--- src/verilog/tsc_pkg.sv ---
package tsc_pkg;

  // ****************************************************************
  // register map (byte addresses, one aligned word each)
  // ****************************************************************
  localparam logic [11:0] SYNC_STATE_NS_OFF    = 12'h0_074; // non-secure status
  localparam logic [11:0] SYNC_TRIG_NS_OFF     = 12'h0_070; // non-secure trigger
  localparam logic [11:0] SYNC_STATE_S_OFF     = 12'h0_174; // secure status
  localparam logic [11:0] SYNC_TRIG_S_OFF      = 12'h0_170; // secure trigger
  localparam logic [11:0] SYNC_STATE_ALIAS_OFF = 12'h0_274; // secure alias, ns
  localparam logic [11:0] SYNC_TRIG_ALIAS_OFF  = 12'h0_270; // secure alias, ns
  localparam logic [11:0] MAP_BASE_OFF         = 12'h8_00;  // map array base
  localparam logic [11:0] MAP_END_OFF          = 12'hC_00;  // 256 words max

  // ****************************************************************
  // field positions and reset values
  // ****************************************************************
  localparam int          BUSY_BIT       = 0;
  localparam logic        BUSY_RESET     = 1'b0;
  localparam int          TYPE_LSB       = 16;
  localparam int          OVERRIDE_MEMORY_ATTRIBUTES_LSB    = 12;
  localparam int          MT_OVR_BIT     = 11;
  localparam int          CBIDX_LSB      = 0;

  // ****************************************************************
  // context type encodings
  // ****************************************************************
  typedef enum logic [1:0] {
    TSC_CTX_TRANSLATE = 2'b00,
    TSC_CTX_BYPASS    = 2'b01,
    TSC_CTX_FAULT     = 2'b10,
    TSC_CTX_RSVD      = 2'b11
  } tsc_ctx_e;

  // sync engine states
  typedef enum logic [1:0] {
    TSC_SYNC_IDLE = 2'b00,
    TSC_SYNC_WAIT = 2'b01,
    TSC_SYNC_DONE = 2'b10
  } tsc_sync_e;

endpackage

--- src/verilog/tsc_map_mem.sv ---
`timescale 1ns/1ps
`default_nettype none
// ****************************************************************
// map storage: one write port, two registered read ports
// ****************************************************************
module tsc_map_mem #(
  parameter int DEPTH = 16,
  parameter int AW    = 4
) (
  // clock
  input  wire logic          clk,
  // write port
  input  wire logic          we,
  input  wire logic [AW-1:0] waddr,
  input  wire logic [31:0]   wdata,
  // bus read port
  input  wire logic [AW-1:0] raddr,
  output logic      [31:0]   rdata,
  // lookup read port
  input  wire logic [AW-1:0] laddr,
  output logic      [31:0]   ldata
);

  // contents after reset are undefined, so no reset on the array
  logic [31:0] mem [DEPTH];

  // write and registered reads
  always_ff @(posedge clk) begin
    if (we) begin
      mem[waddr] <= wdata;
    end
    rdata <= mem[raddr];
    ldata <= mem[laddr];
  end

endmodule
`default_nettype wire

--- src/verilog/tsc_regs.sv ---
// The APB interface to the registers and the placing of the registers were left to the implementer.
`timescale 1ns/1ps
`default_nettype none
// Contract
// - status bit0 high while sync busy
// - busy bit clears on reset
// - status read-only, bits 31:1 zero
// - banked status plus secure alias of non-secure
// - bank chosen by transaction security state
// - trigger write syncs all earlier invalidates
// - sync covers requesting security state
// - each trigger copy covers its own state
// - secure alias write triggers non-secure sync
// - trigger write-only, data value ignored
// - map entry gives matching stream's context
// - fields interpreted by type bits 17:16
// - extended matching: map onto last 128
// - unimplemented entries read zero, ignore writes
// - map entries 32-bit read-write, no reset
// - type decode; 11 treated as fault
// - attribute override only when enable set
module tsc_regs #(
  parameter int NUM_MAP = 16,  // implemented map entries
  parameter int LK_W    = 8    // lookup group index width
) (
  // apb clock and reset
  input  wire logic        pclk,
  input  wire logic        presetn,
  // apb slave
  input  wire logic        psel,
  input  wire logic        penable,
  input  wire logic        pwrite,
  input  wire logic [11:0] paddr,
  input  wire logic [31:0] pwdata,
  input  wire logic [3:0]  pstrb,
  input  wire logic [2:0]  pprot,
  output logic      [31:0] prdata,
  output logic             pready,
  output logic             pslverr,
  // invalidate tracking: pending flag per state from the tlb
  input  wire logic        ns_inv_pending,
  input  wire logic        s_inv_pending,
  // sync request to the tlb, pulse per state
  output logic             ns_sync_start,
  output logic             s_sync_start,
  // tlb reports completion of the started sync, pulse per state
  input  wire logic        ns_sync_done,
  input  wire logic        s_sync_done,
  // stream lookup
  input  wire logic            lk_valid,
  input  wire logic [LK_W-1:0] lk_group,
  input  wire logic            ext_match_en,
  output logic                 ctx_valid,
  output logic      [1:0]      ctx_type,
  output logic                 ctx_translate,
  output logic                 ctx_bypass,
  output logic                 ctx_fault,
  output logic      [7:0]      ctx_bank,
  output logic                 ctx_attr_ovr,
  output logic      [3:0]      ctx_attr
);

  localparam int AW = (NUM_MAP > 1) ? $clog2(NUM_MAP) : 1;

  // elaboration checks on the parameters
  initial begin
    if (NUM_MAP < 1 || NUM_MAP > 256) begin
      $error("NUM_MAP must lie in 1..256");
    end
    if (LK_W < 8) begin
      $error("LK_W must be at least 8");
    end
  end

  // ****************************************************************
  // bus decode
  // ****************************************************************
  wire logic        secure_acc = ~pprot[1];
  logic             wait_reg;   // high in the answer cycle
  wire logic        acc        = psel & penable;
  // writes land only at the edge that completes the transfer, so a
  // trigger fires once and memory is written once per transfer
  wire logic        wr_acc     = acc & wait_reg & pwrite & (pstrb != 4'h0);
  wire logic [11:0] word_addr  = {paddr[11:2], 2'b00};

  // banked addresses: secure copies and alias only reachable by secure
  wire logic hit_st_ns  = word_addr == tsc_pkg::SYNC_STATE_NS_OFF;
  wire logic hit_tr_ns  = word_addr == tsc_pkg::SYNC_TRIG_NS_OFF;
  wire logic hit_st_s   = secure_acc & (word_addr == tsc_pkg::SYNC_STATE_S_OFF);
  wire logic hit_tr_s   = secure_acc & (word_addr == tsc_pkg::SYNC_TRIG_S_OFF);
  wire logic hit_st_al  = secure_acc &
                          (word_addr == tsc_pkg::SYNC_STATE_ALIAS_OFF);
  wire logic hit_tr_al  = secure_acc &
                          (word_addr == tsc_pkg::SYNC_TRIG_ALIAS_OFF);

  // map window; entries past NUM_MAP are RAZ/WI
  wire logic       in_map  = (word_addr >= tsc_pkg::MAP_BASE_OFF) &&
                             (word_addr <  tsc_pkg::MAP_END_OFF);
  wire logic [7:0] map_idx = paddr[9:2];
  wire logic       map_imp = in_map && (32'(map_idx) < NUM_MAP);
  wire logic [AW-1:0] map_a = map_idx[AW-1:0];

  // the non-secure state reaches its own copy; the secure state sees its
  // own at the shared address as well, giving a true banked layout
  wire logic st_ns_sel = (hit_st_ns & ~secure_acc) | hit_st_al;
  wire logic st_s_sel  = hit_st_s | (hit_st_ns & secure_acc);
  wire logic tr_ns_sel = (hit_tr_ns & ~secure_acc) | hit_tr_al;
  wire logic tr_s_sel  = hit_tr_s | (hit_tr_ns & secure_acc);

  // trigger fires on any write with a strobe set, value ignored
  wire logic ns_trig = wr_acc & tr_ns_sel;
  wire logic s_trig  = wr_acc & tr_s_sel;

  wire logic mapped  = st_ns_sel | st_s_sel | tr_ns_sel | tr_s_sel |
                       in_map;

  // ****************************************************************
  // sync engine, one per security state
  // ****************************************************************
  logic [1:0] busy_bits;
  logic [1:0] start_bits;
  wire  logic [1:0] trig_bits = {s_trig, ns_trig};
  wire  logic [1:0] done_bits = {s_sync_done, ns_sync_done};
  wire  logic [1:0] pend_bits = {s_inv_pending, ns_inv_pending};

  genvar g;
  generate
    for (g = 0; g < 2; g++) begin : g_sync
      tsc_pkg::tsc_sync_e st_reg;
      tsc_pkg::tsc_sync_e st_next;

      // a trigger during a sync re-arms it so later invalidates are covered
      always_comb begin
        st_next = st_reg;
        case (st_reg)
          tsc_pkg::TSC_SYNC_IDLE: begin
            if (trig_bits[g]) begin
              st_next = tsc_pkg::TSC_SYNC_WAIT;
            end
          end
          tsc_pkg::TSC_SYNC_WAIT: begin
            // done from the tlb only counts once nothing earlier pends
            if (done_bits[g] && !pend_bits[g] && !trig_bits[g]) begin
              st_next = tsc_pkg::TSC_SYNC_IDLE;
            end
          end
          default: begin
            st_next = tsc_pkg::TSC_SYNC_IDLE;
          end
        endcase
      end

      // state register
      always_ff @(posedge pclk or negedge presetn) begin
        if (!presetn) begin
          st_reg <= tsc_pkg::TSC_SYNC_IDLE;
        end else begin
          st_reg <= st_next;
        end
      end

      // busy bit and start pulse for this state only
      assign busy_bits[g]  = st_reg == tsc_pkg::TSC_SYNC_WAIT;
      assign start_bits[g] = trig_bits[g];
    end
  endgenerate

  assign ns_sync_start = start_bits[0];
  assign s_sync_start  = start_bits[1];

  // ****************************************************************
  // map storage
  // ****************************************************************
  logic [31:0] map_rdata;
  logic [31:0] map_ldata;
  wire  logic  map_we = wr_acc & map_imp;

  // extended matching offsets the array: entry e answers group e + NUM_MAP - 128
  wire logic [LK_W-1:0] lk_base = ext_match_en ?
                                  LK_W'(NUM_MAP - 128) : '0;
  wire logic [LK_W-1:0] lk_off  = lk_group - lk_base;
  wire logic [AW-1:0]   lk_a    = lk_off[AW-1:0];
  wire logic            lk_hit  = 32'(lk_off) < NUM_MAP;

  tsc_map_mem #(
    .DEPTH (NUM_MAP),
    .AW    (AW)
  ) u_mem (
    .clk   (pclk),
    .we    (map_we),
    .waddr (map_a),
    .wdata (pwdata),
    .raddr (map_a),
    .rdata (map_rdata),
    .laddr (lk_a),
    .ldata (map_ldata)
  );

  // ****************************************************************
  // apb response: one wait state so the registered memory read lands
  // ****************************************************************
  logic        rd_map_reg;
  logic [31:0] rd_reg;

  // read mux for the non-memory registers, reserved bits zero
  wire logic [31:0] rd_sync =
      st_ns_sel ? {31'h0, busy_bits[0]} :
      st_s_sel  ? {31'h0, busy_bits[1]} : 32'h0000_0000;

  // wait-state toggle and captured read data
  always_ff @(posedge pclk or negedge presetn) begin
    if (!presetn) begin
      wait_reg   <= 1'b0;
      rd_map_reg <= 1'b0;
      rd_reg     <= 32'h0000_0000;
    end else begin
      wait_reg   <= acc & ~wait_reg;
      rd_map_reg <= map_imp;
      rd_reg     <= rd_sync;
    end
  end

  assign pready  = wait_reg;
  assign pslverr = wait_reg & ~mapped;
  // unimplemented entries and unmapped words read as zero
  assign prdata  = !wait_reg ? 32'h0000_0000 :
                   rd_map_reg ? map_rdata : rd_reg;

  // ****************************************************************
  // context lookup, answered one cycle after the request
  // ****************************************************************
  logic lk_v_reg;
  logic lk_hit_reg;

  // lookup valid pipeline follows the memory read latency
  always_ff @(posedge pclk or negedge presetn) begin
    if (!presetn) begin
      lk_v_reg   <= 1'b0;
      lk_hit_reg <= 1'b0;
    end else begin
      lk_v_reg   <= lk_valid;
      lk_hit_reg <= lk_hit;
    end
  end

  // a missing entry reads as zero, which selects translate bank 0
  wire logic [31:0] ent   = lk_hit_reg ? map_ldata : 32'h0000_0000;
  wire logic [1:0]  etype = ent[tsc_pkg::TYPE_LSB +: 2];

  assign ctx_valid     = lk_v_reg;
  assign ctx_type      = etype;
  assign ctx_translate = etype == tsc_pkg::TSC_CTX_TRANSLATE;
  assign ctx_bypass    = etype == tsc_pkg::TSC_CTX_BYPASS;
  // reserved type is handled as a fault context
  assign ctx_fault     = etype[1];
  assign ctx_bank      = ctx_translate ?
                         ent[tsc_pkg::CBIDX_LSB +: 8] : 8'h00;
  // attributes only count for translate and bypass with the override enabled;
  // software is expected to keep hints sane for device memory
  assign ctx_attr_ovr  = ~etype[1] & ent[tsc_pkg::MT_OVR_BIT];
  assign ctx_attr      = ctx_attr_ovr ?
                         ent[tsc_pkg::OVERRIDE_MEMORY_ATTRIBUTES_LSB +: 4] : 4'h0;

endmodule
`default_nettype wire
--- config.mk ---
export PLATFORM = sky130hd
export DESIGN_NAME = tsc_regs
export DESIGN_NICKNAME = d
export VERILOG_FILES = /design/src/verilog/tsc_pkg.sv /design/src/verilog/tsc_map_mem.sv /design/src/verilog/tsc_regs.sv
export SDC_FILE = /design/constraint.sdc
export NUM_CORES = 1
export LEC_CHECK = 0
export ABC_CLOCK_PERIOD_IN_PS = 7000
export BUFFER_PORTS_ARGS = -buffer_cell sky130_fd_sc_hd__buf_2
export CORE_ASPECT_RATIO = 0.7
export CORE_MARGIN = 4
export CORE_UTILIZATION = 35
export CTS_BUF_LIST = sky130_fd_sc_hd__clkbuf_8
export CTS_CLUSTER_DIAMETER = 60
export DETAILED_ROUTE_END_ITERATION = 6
export PLACE_DENSITY = 0.49
export SETUP_SLACK_MARGIN = 0.1
export SYNTH_ARGS = -nofsm -noshare
export SYNTH_HDL_FRONTEND = slang
export SYNTH_SLANG_ARGS = --single-unit
export TNS_END_PERCENT = 20
--- constraint.sdc ---
create_clock -name pclk -period 7 [get_ports pclk]
set_clock_uncertainty 0.2 [all_clocks]
set_input_delay 0.7 -clock pclk [delete_from_list [all_inputs] [get_ports pclk]]
set_output_delay 0.7 -clock pclk [all_outputs]
set_load 0.01 [all_outputs]
==> key figures <==
Floorplanning
  • Die footprint: 69000 sq um
  • Vertical extent of the die: 221 um
  • Row count: 77
  • Floorplan die width: 312 um
  • Starting utilization of the core area: 35.6%
  • I/O pin cnt: 125
  • Placeable core region: 63700 sq um

Timing
  • Sum of negative setup slack: 0 ns
  • Post-layout min period: 3.85 ns
  • Maximum operating frequency: 259 MHz
  • Max_slew headroom: 20.9%
  • Setup repair after global routing missed its margin: no
  • Actual transition at the worst max-transition pin: 1.18 ns
  • Setup-violating endpoint count in the final report: 0
  • Worst-case setup margin in the final layout: 3.15 ns
  • Slew Viols, Final: 0
  • Final hold violations: 0
  • Worst Hold Slack: 0.135 ns
  • Final worst path period share: 55.1%

Yosys
  • FF+latch count, synth: 566
  • Dominant synthesized flop cell: edfxtp_1
  • Cell area after technology mapping: 22700 sq um
  • Number of distinct library cells after synthesis: 36
  • Syn nets: 1157
  • Avg Inst Size Synth: 20.9 sq um
  • Count of flip-flops with a built-in enable after synthesis: 512
  • Post-Synthesis Cells: 1085
  • Total of warnings raised by yosys: 0
  • FFs w/ async S/R, synth: 1.24%
  • Portion of the post-synthesis area used by sequential elements: 72.7%

Global routing
  • Overflow after GRT: 0
  • Total routing resource utilization after global routing: 16.8%
  • First-pass GRT wire length: 84600 um
  • Number of global-route vias before repair: 12415
  • Pin count of the biggest net entering global routing: 69
  • Number of antenna violations at the first check in global routing: 4

Routing
  • Per-cell via count in the routed design: 5.22
  • Final wirelength: 57800 um
  • Detailed-route DRC error count: 0
  • Post-detailed-route count of antenna-violating nets: 0
  • Number of iterations in the first detailed-routing pass: 5
  • Total via count after detailed routing: 11518
  • Violation count after the first detailed-routing iteration: 935
  • Average detailed-routed wire length per instance: 26.2 um

Power
  • Power per cell area: 261 nW/um^2
  • Power Total: 6.87 mW
  • Cell leakage power: 8.91 nW
  • VDD IR max: 140 uV

Layout
  • Net count reported at finish: 1332
  • Most flops, register: u_mem.mem
  • Max FFs per register: 512
  • Number of fill cells: 5656
  • Ratio of cells with drive above 1 in the final layout: 36.6%
  • Registers with the most flip-flops: u_mem.mem: 512 flops, u_mem.rdata: 32 flops, u_mem.ldata: 15 flops
  • Signed area change from the synthesized netlist to the final layout: 15.9%
  • Commonest non-fill, non-tap cells in the layout: 512 x edfxtp_1, 188 x mux4_2, 117 x buf_2
  • Leading cell type in the layout, fill and taps excluded: edfxtp_1
  • Final core utilization: 41.3%

Place
  • Number of port buffers: 120
  • Post-Place Worst Slack: 2.79 ns
  • Final Wtd Congestion: 0.738
  • Placed wire-length estimate after detailed placement: 30800 um

Clock network
  • Maximum level of the CTS H-tree: 3
  • Clock input transition at the sequential cells of the worst setup and hold paths: 0.06 ns
  • Buffer depth of the longest clock path: 3
  • CTS buffer count: 89
  • Clock latency on the worst-skew pair: 0.68 ns
  • CTS tree: done
  • Clock root buffer: clkbuf_8
  • Clock sink total: 566

Setup path
  • Maximum fanout count along the critical path: 36
  • CP endpoint kind: register
  • Arr. time, crit path: 3.97 ns
  • Startpoint type of the worst setup path: register
  • Required time at the worst-slack endpoint: 7.12 ns
  • Startpoint-to-endpoint class of the critical path: reg2reg

Outcome
  • Run status: finished clean

Run
  • Max-cap check violation count: 0

Min path
  • Path type of the worst min-delay path: in2reg
==> report_power, final <==
part | switching (mW) | internal [mW] | leakage, nW
sequential | 0.0154 | 3.71 | 5.09
combinational | 0.200 | 0.143 | 2.74
clock | 1.30 | 1.50 | 1.08
total | 1.52 | 5.35 | 8.91
==> synthesized netlist by cell type (2+ instances only) <==
master | instances | share of area [%]
buf_2 | 18 | 0.40
a21o_1 | 2 | 0.066
mux4_2 | 188 | 19
nor3_2 | 5 | 0.22
nor2_1 | 22 | 0.36
edfxtp_1 | 512 | 68
ha_1 | 2 | 0.11
buf_1 | 11 | 0.18
clkbuf_1 | 36 | 0.60
dfrtp_1 | 7 | 0.77
nor2b_1 | 5 | 0.14
xnor2_1 | 3 | 0.12
inv_1 | 2 | 0.033
and3_1 | 31 | 0.85
nand2b_1 | 5 | 0.14
nand2_1 | 55 | 0.91
a22oi_1 | 95 | 3.1
and3b_1 | 2 | 0.077
and4_1 | 2 | 0.077
buf_6 | 5 | 0.25
dfxtp_1 | 47 | 4.1
and2_1 | 16 | 0.44
==> metrics by stage <==
stage               instance area (sq um)  instances
floorplan                           22700       1085
finish                              26300       2205
CTS                                 26300       2204
global placement                    24400       2034
detailed placement                  24400       2034
global route                        26300       2204
==> logic make-up after synthesis <==
kind of cell,share of synthesized area [%]
xor gates and xnor gates,0.154
AOI/OAI and AO/OA,3.25
DFF,72.7
and+or+nand+nor,3.59
buffers and inverters,1.49
adders and majority gates,0.110
muxes,18.7
==> repair_timing <==
| item | in CTS | in global routing |
|---|---|---|
| setup endpoints to repair | 0 | 0 |
| setup buffers | 0 | 0 |
| gates resized for setup | 0 | 0 |
| hold buffers | 4 | 0 |
| hold endpoints to repair | 9 | 0 |
==> area by class of cell <==
class                           count  area, sq um  share of cell area (%)
Clock inverter                     59          337                    1.28
Antenna cell                        1         2.50                 0.00952
Clock buffer                      107         1470                    5.60
Tap cell                          869         1090                    4.13
Inverter                            2         7.51                  0.0285
Timing Repair Buffer              155          892                    3.39
Multi-Input combinational cell    446         6010                    22.8
Sequential cell                   566        16500                    62.7
==> critical path, stage by stage, from the launching register on <==
cell and delay, ns:
dfrtp_2 0.86, nand4_1 0.25, nor4_2 0.43, nand2_1 0.35, nor3_4 0.89, buf_4 0.51
==> per-layer routing <==
layer  GRT usage, %  up-vias  part of all wire, %
li1               -     4958                    -
met1           24.2     6118                   46
met2           25.9      349                   47
met3           3.71       91                  5.8
met4           4.16        2                  1.8
met5              0        -                0.022
==> path summary, 6_finish.rpt <==
kind	from	endpoint	slack [ns]	cells past startpoint
worst max-delay path	pready$_DFF_PN0_	u_mem.mem[0][31]$_DFFE_PP_	3.15	5
worst min-delay path	ns_sync_done	g_sync[0].st_reg[0]$_DFFE_PN0P_	0.14	3
worst max register to register	pready$_DFF_PN0_	u_mem.mem[0][31]$_DFFE_PP_	3.15	5
worst min register to register	g_sync[1].st_reg[0]$_DFFE_PN0P_	g_sync[1].st_reg[0]$_DFFE_PN0P_	0.28	1
max in group asynchronous	presetn	pready$_DFF_PN0_	6.09	2
min in group asynchronous	presetn	ctx_valid$_DFF_PN0_	0.25	2
Power figures use the tool's default switching activity.
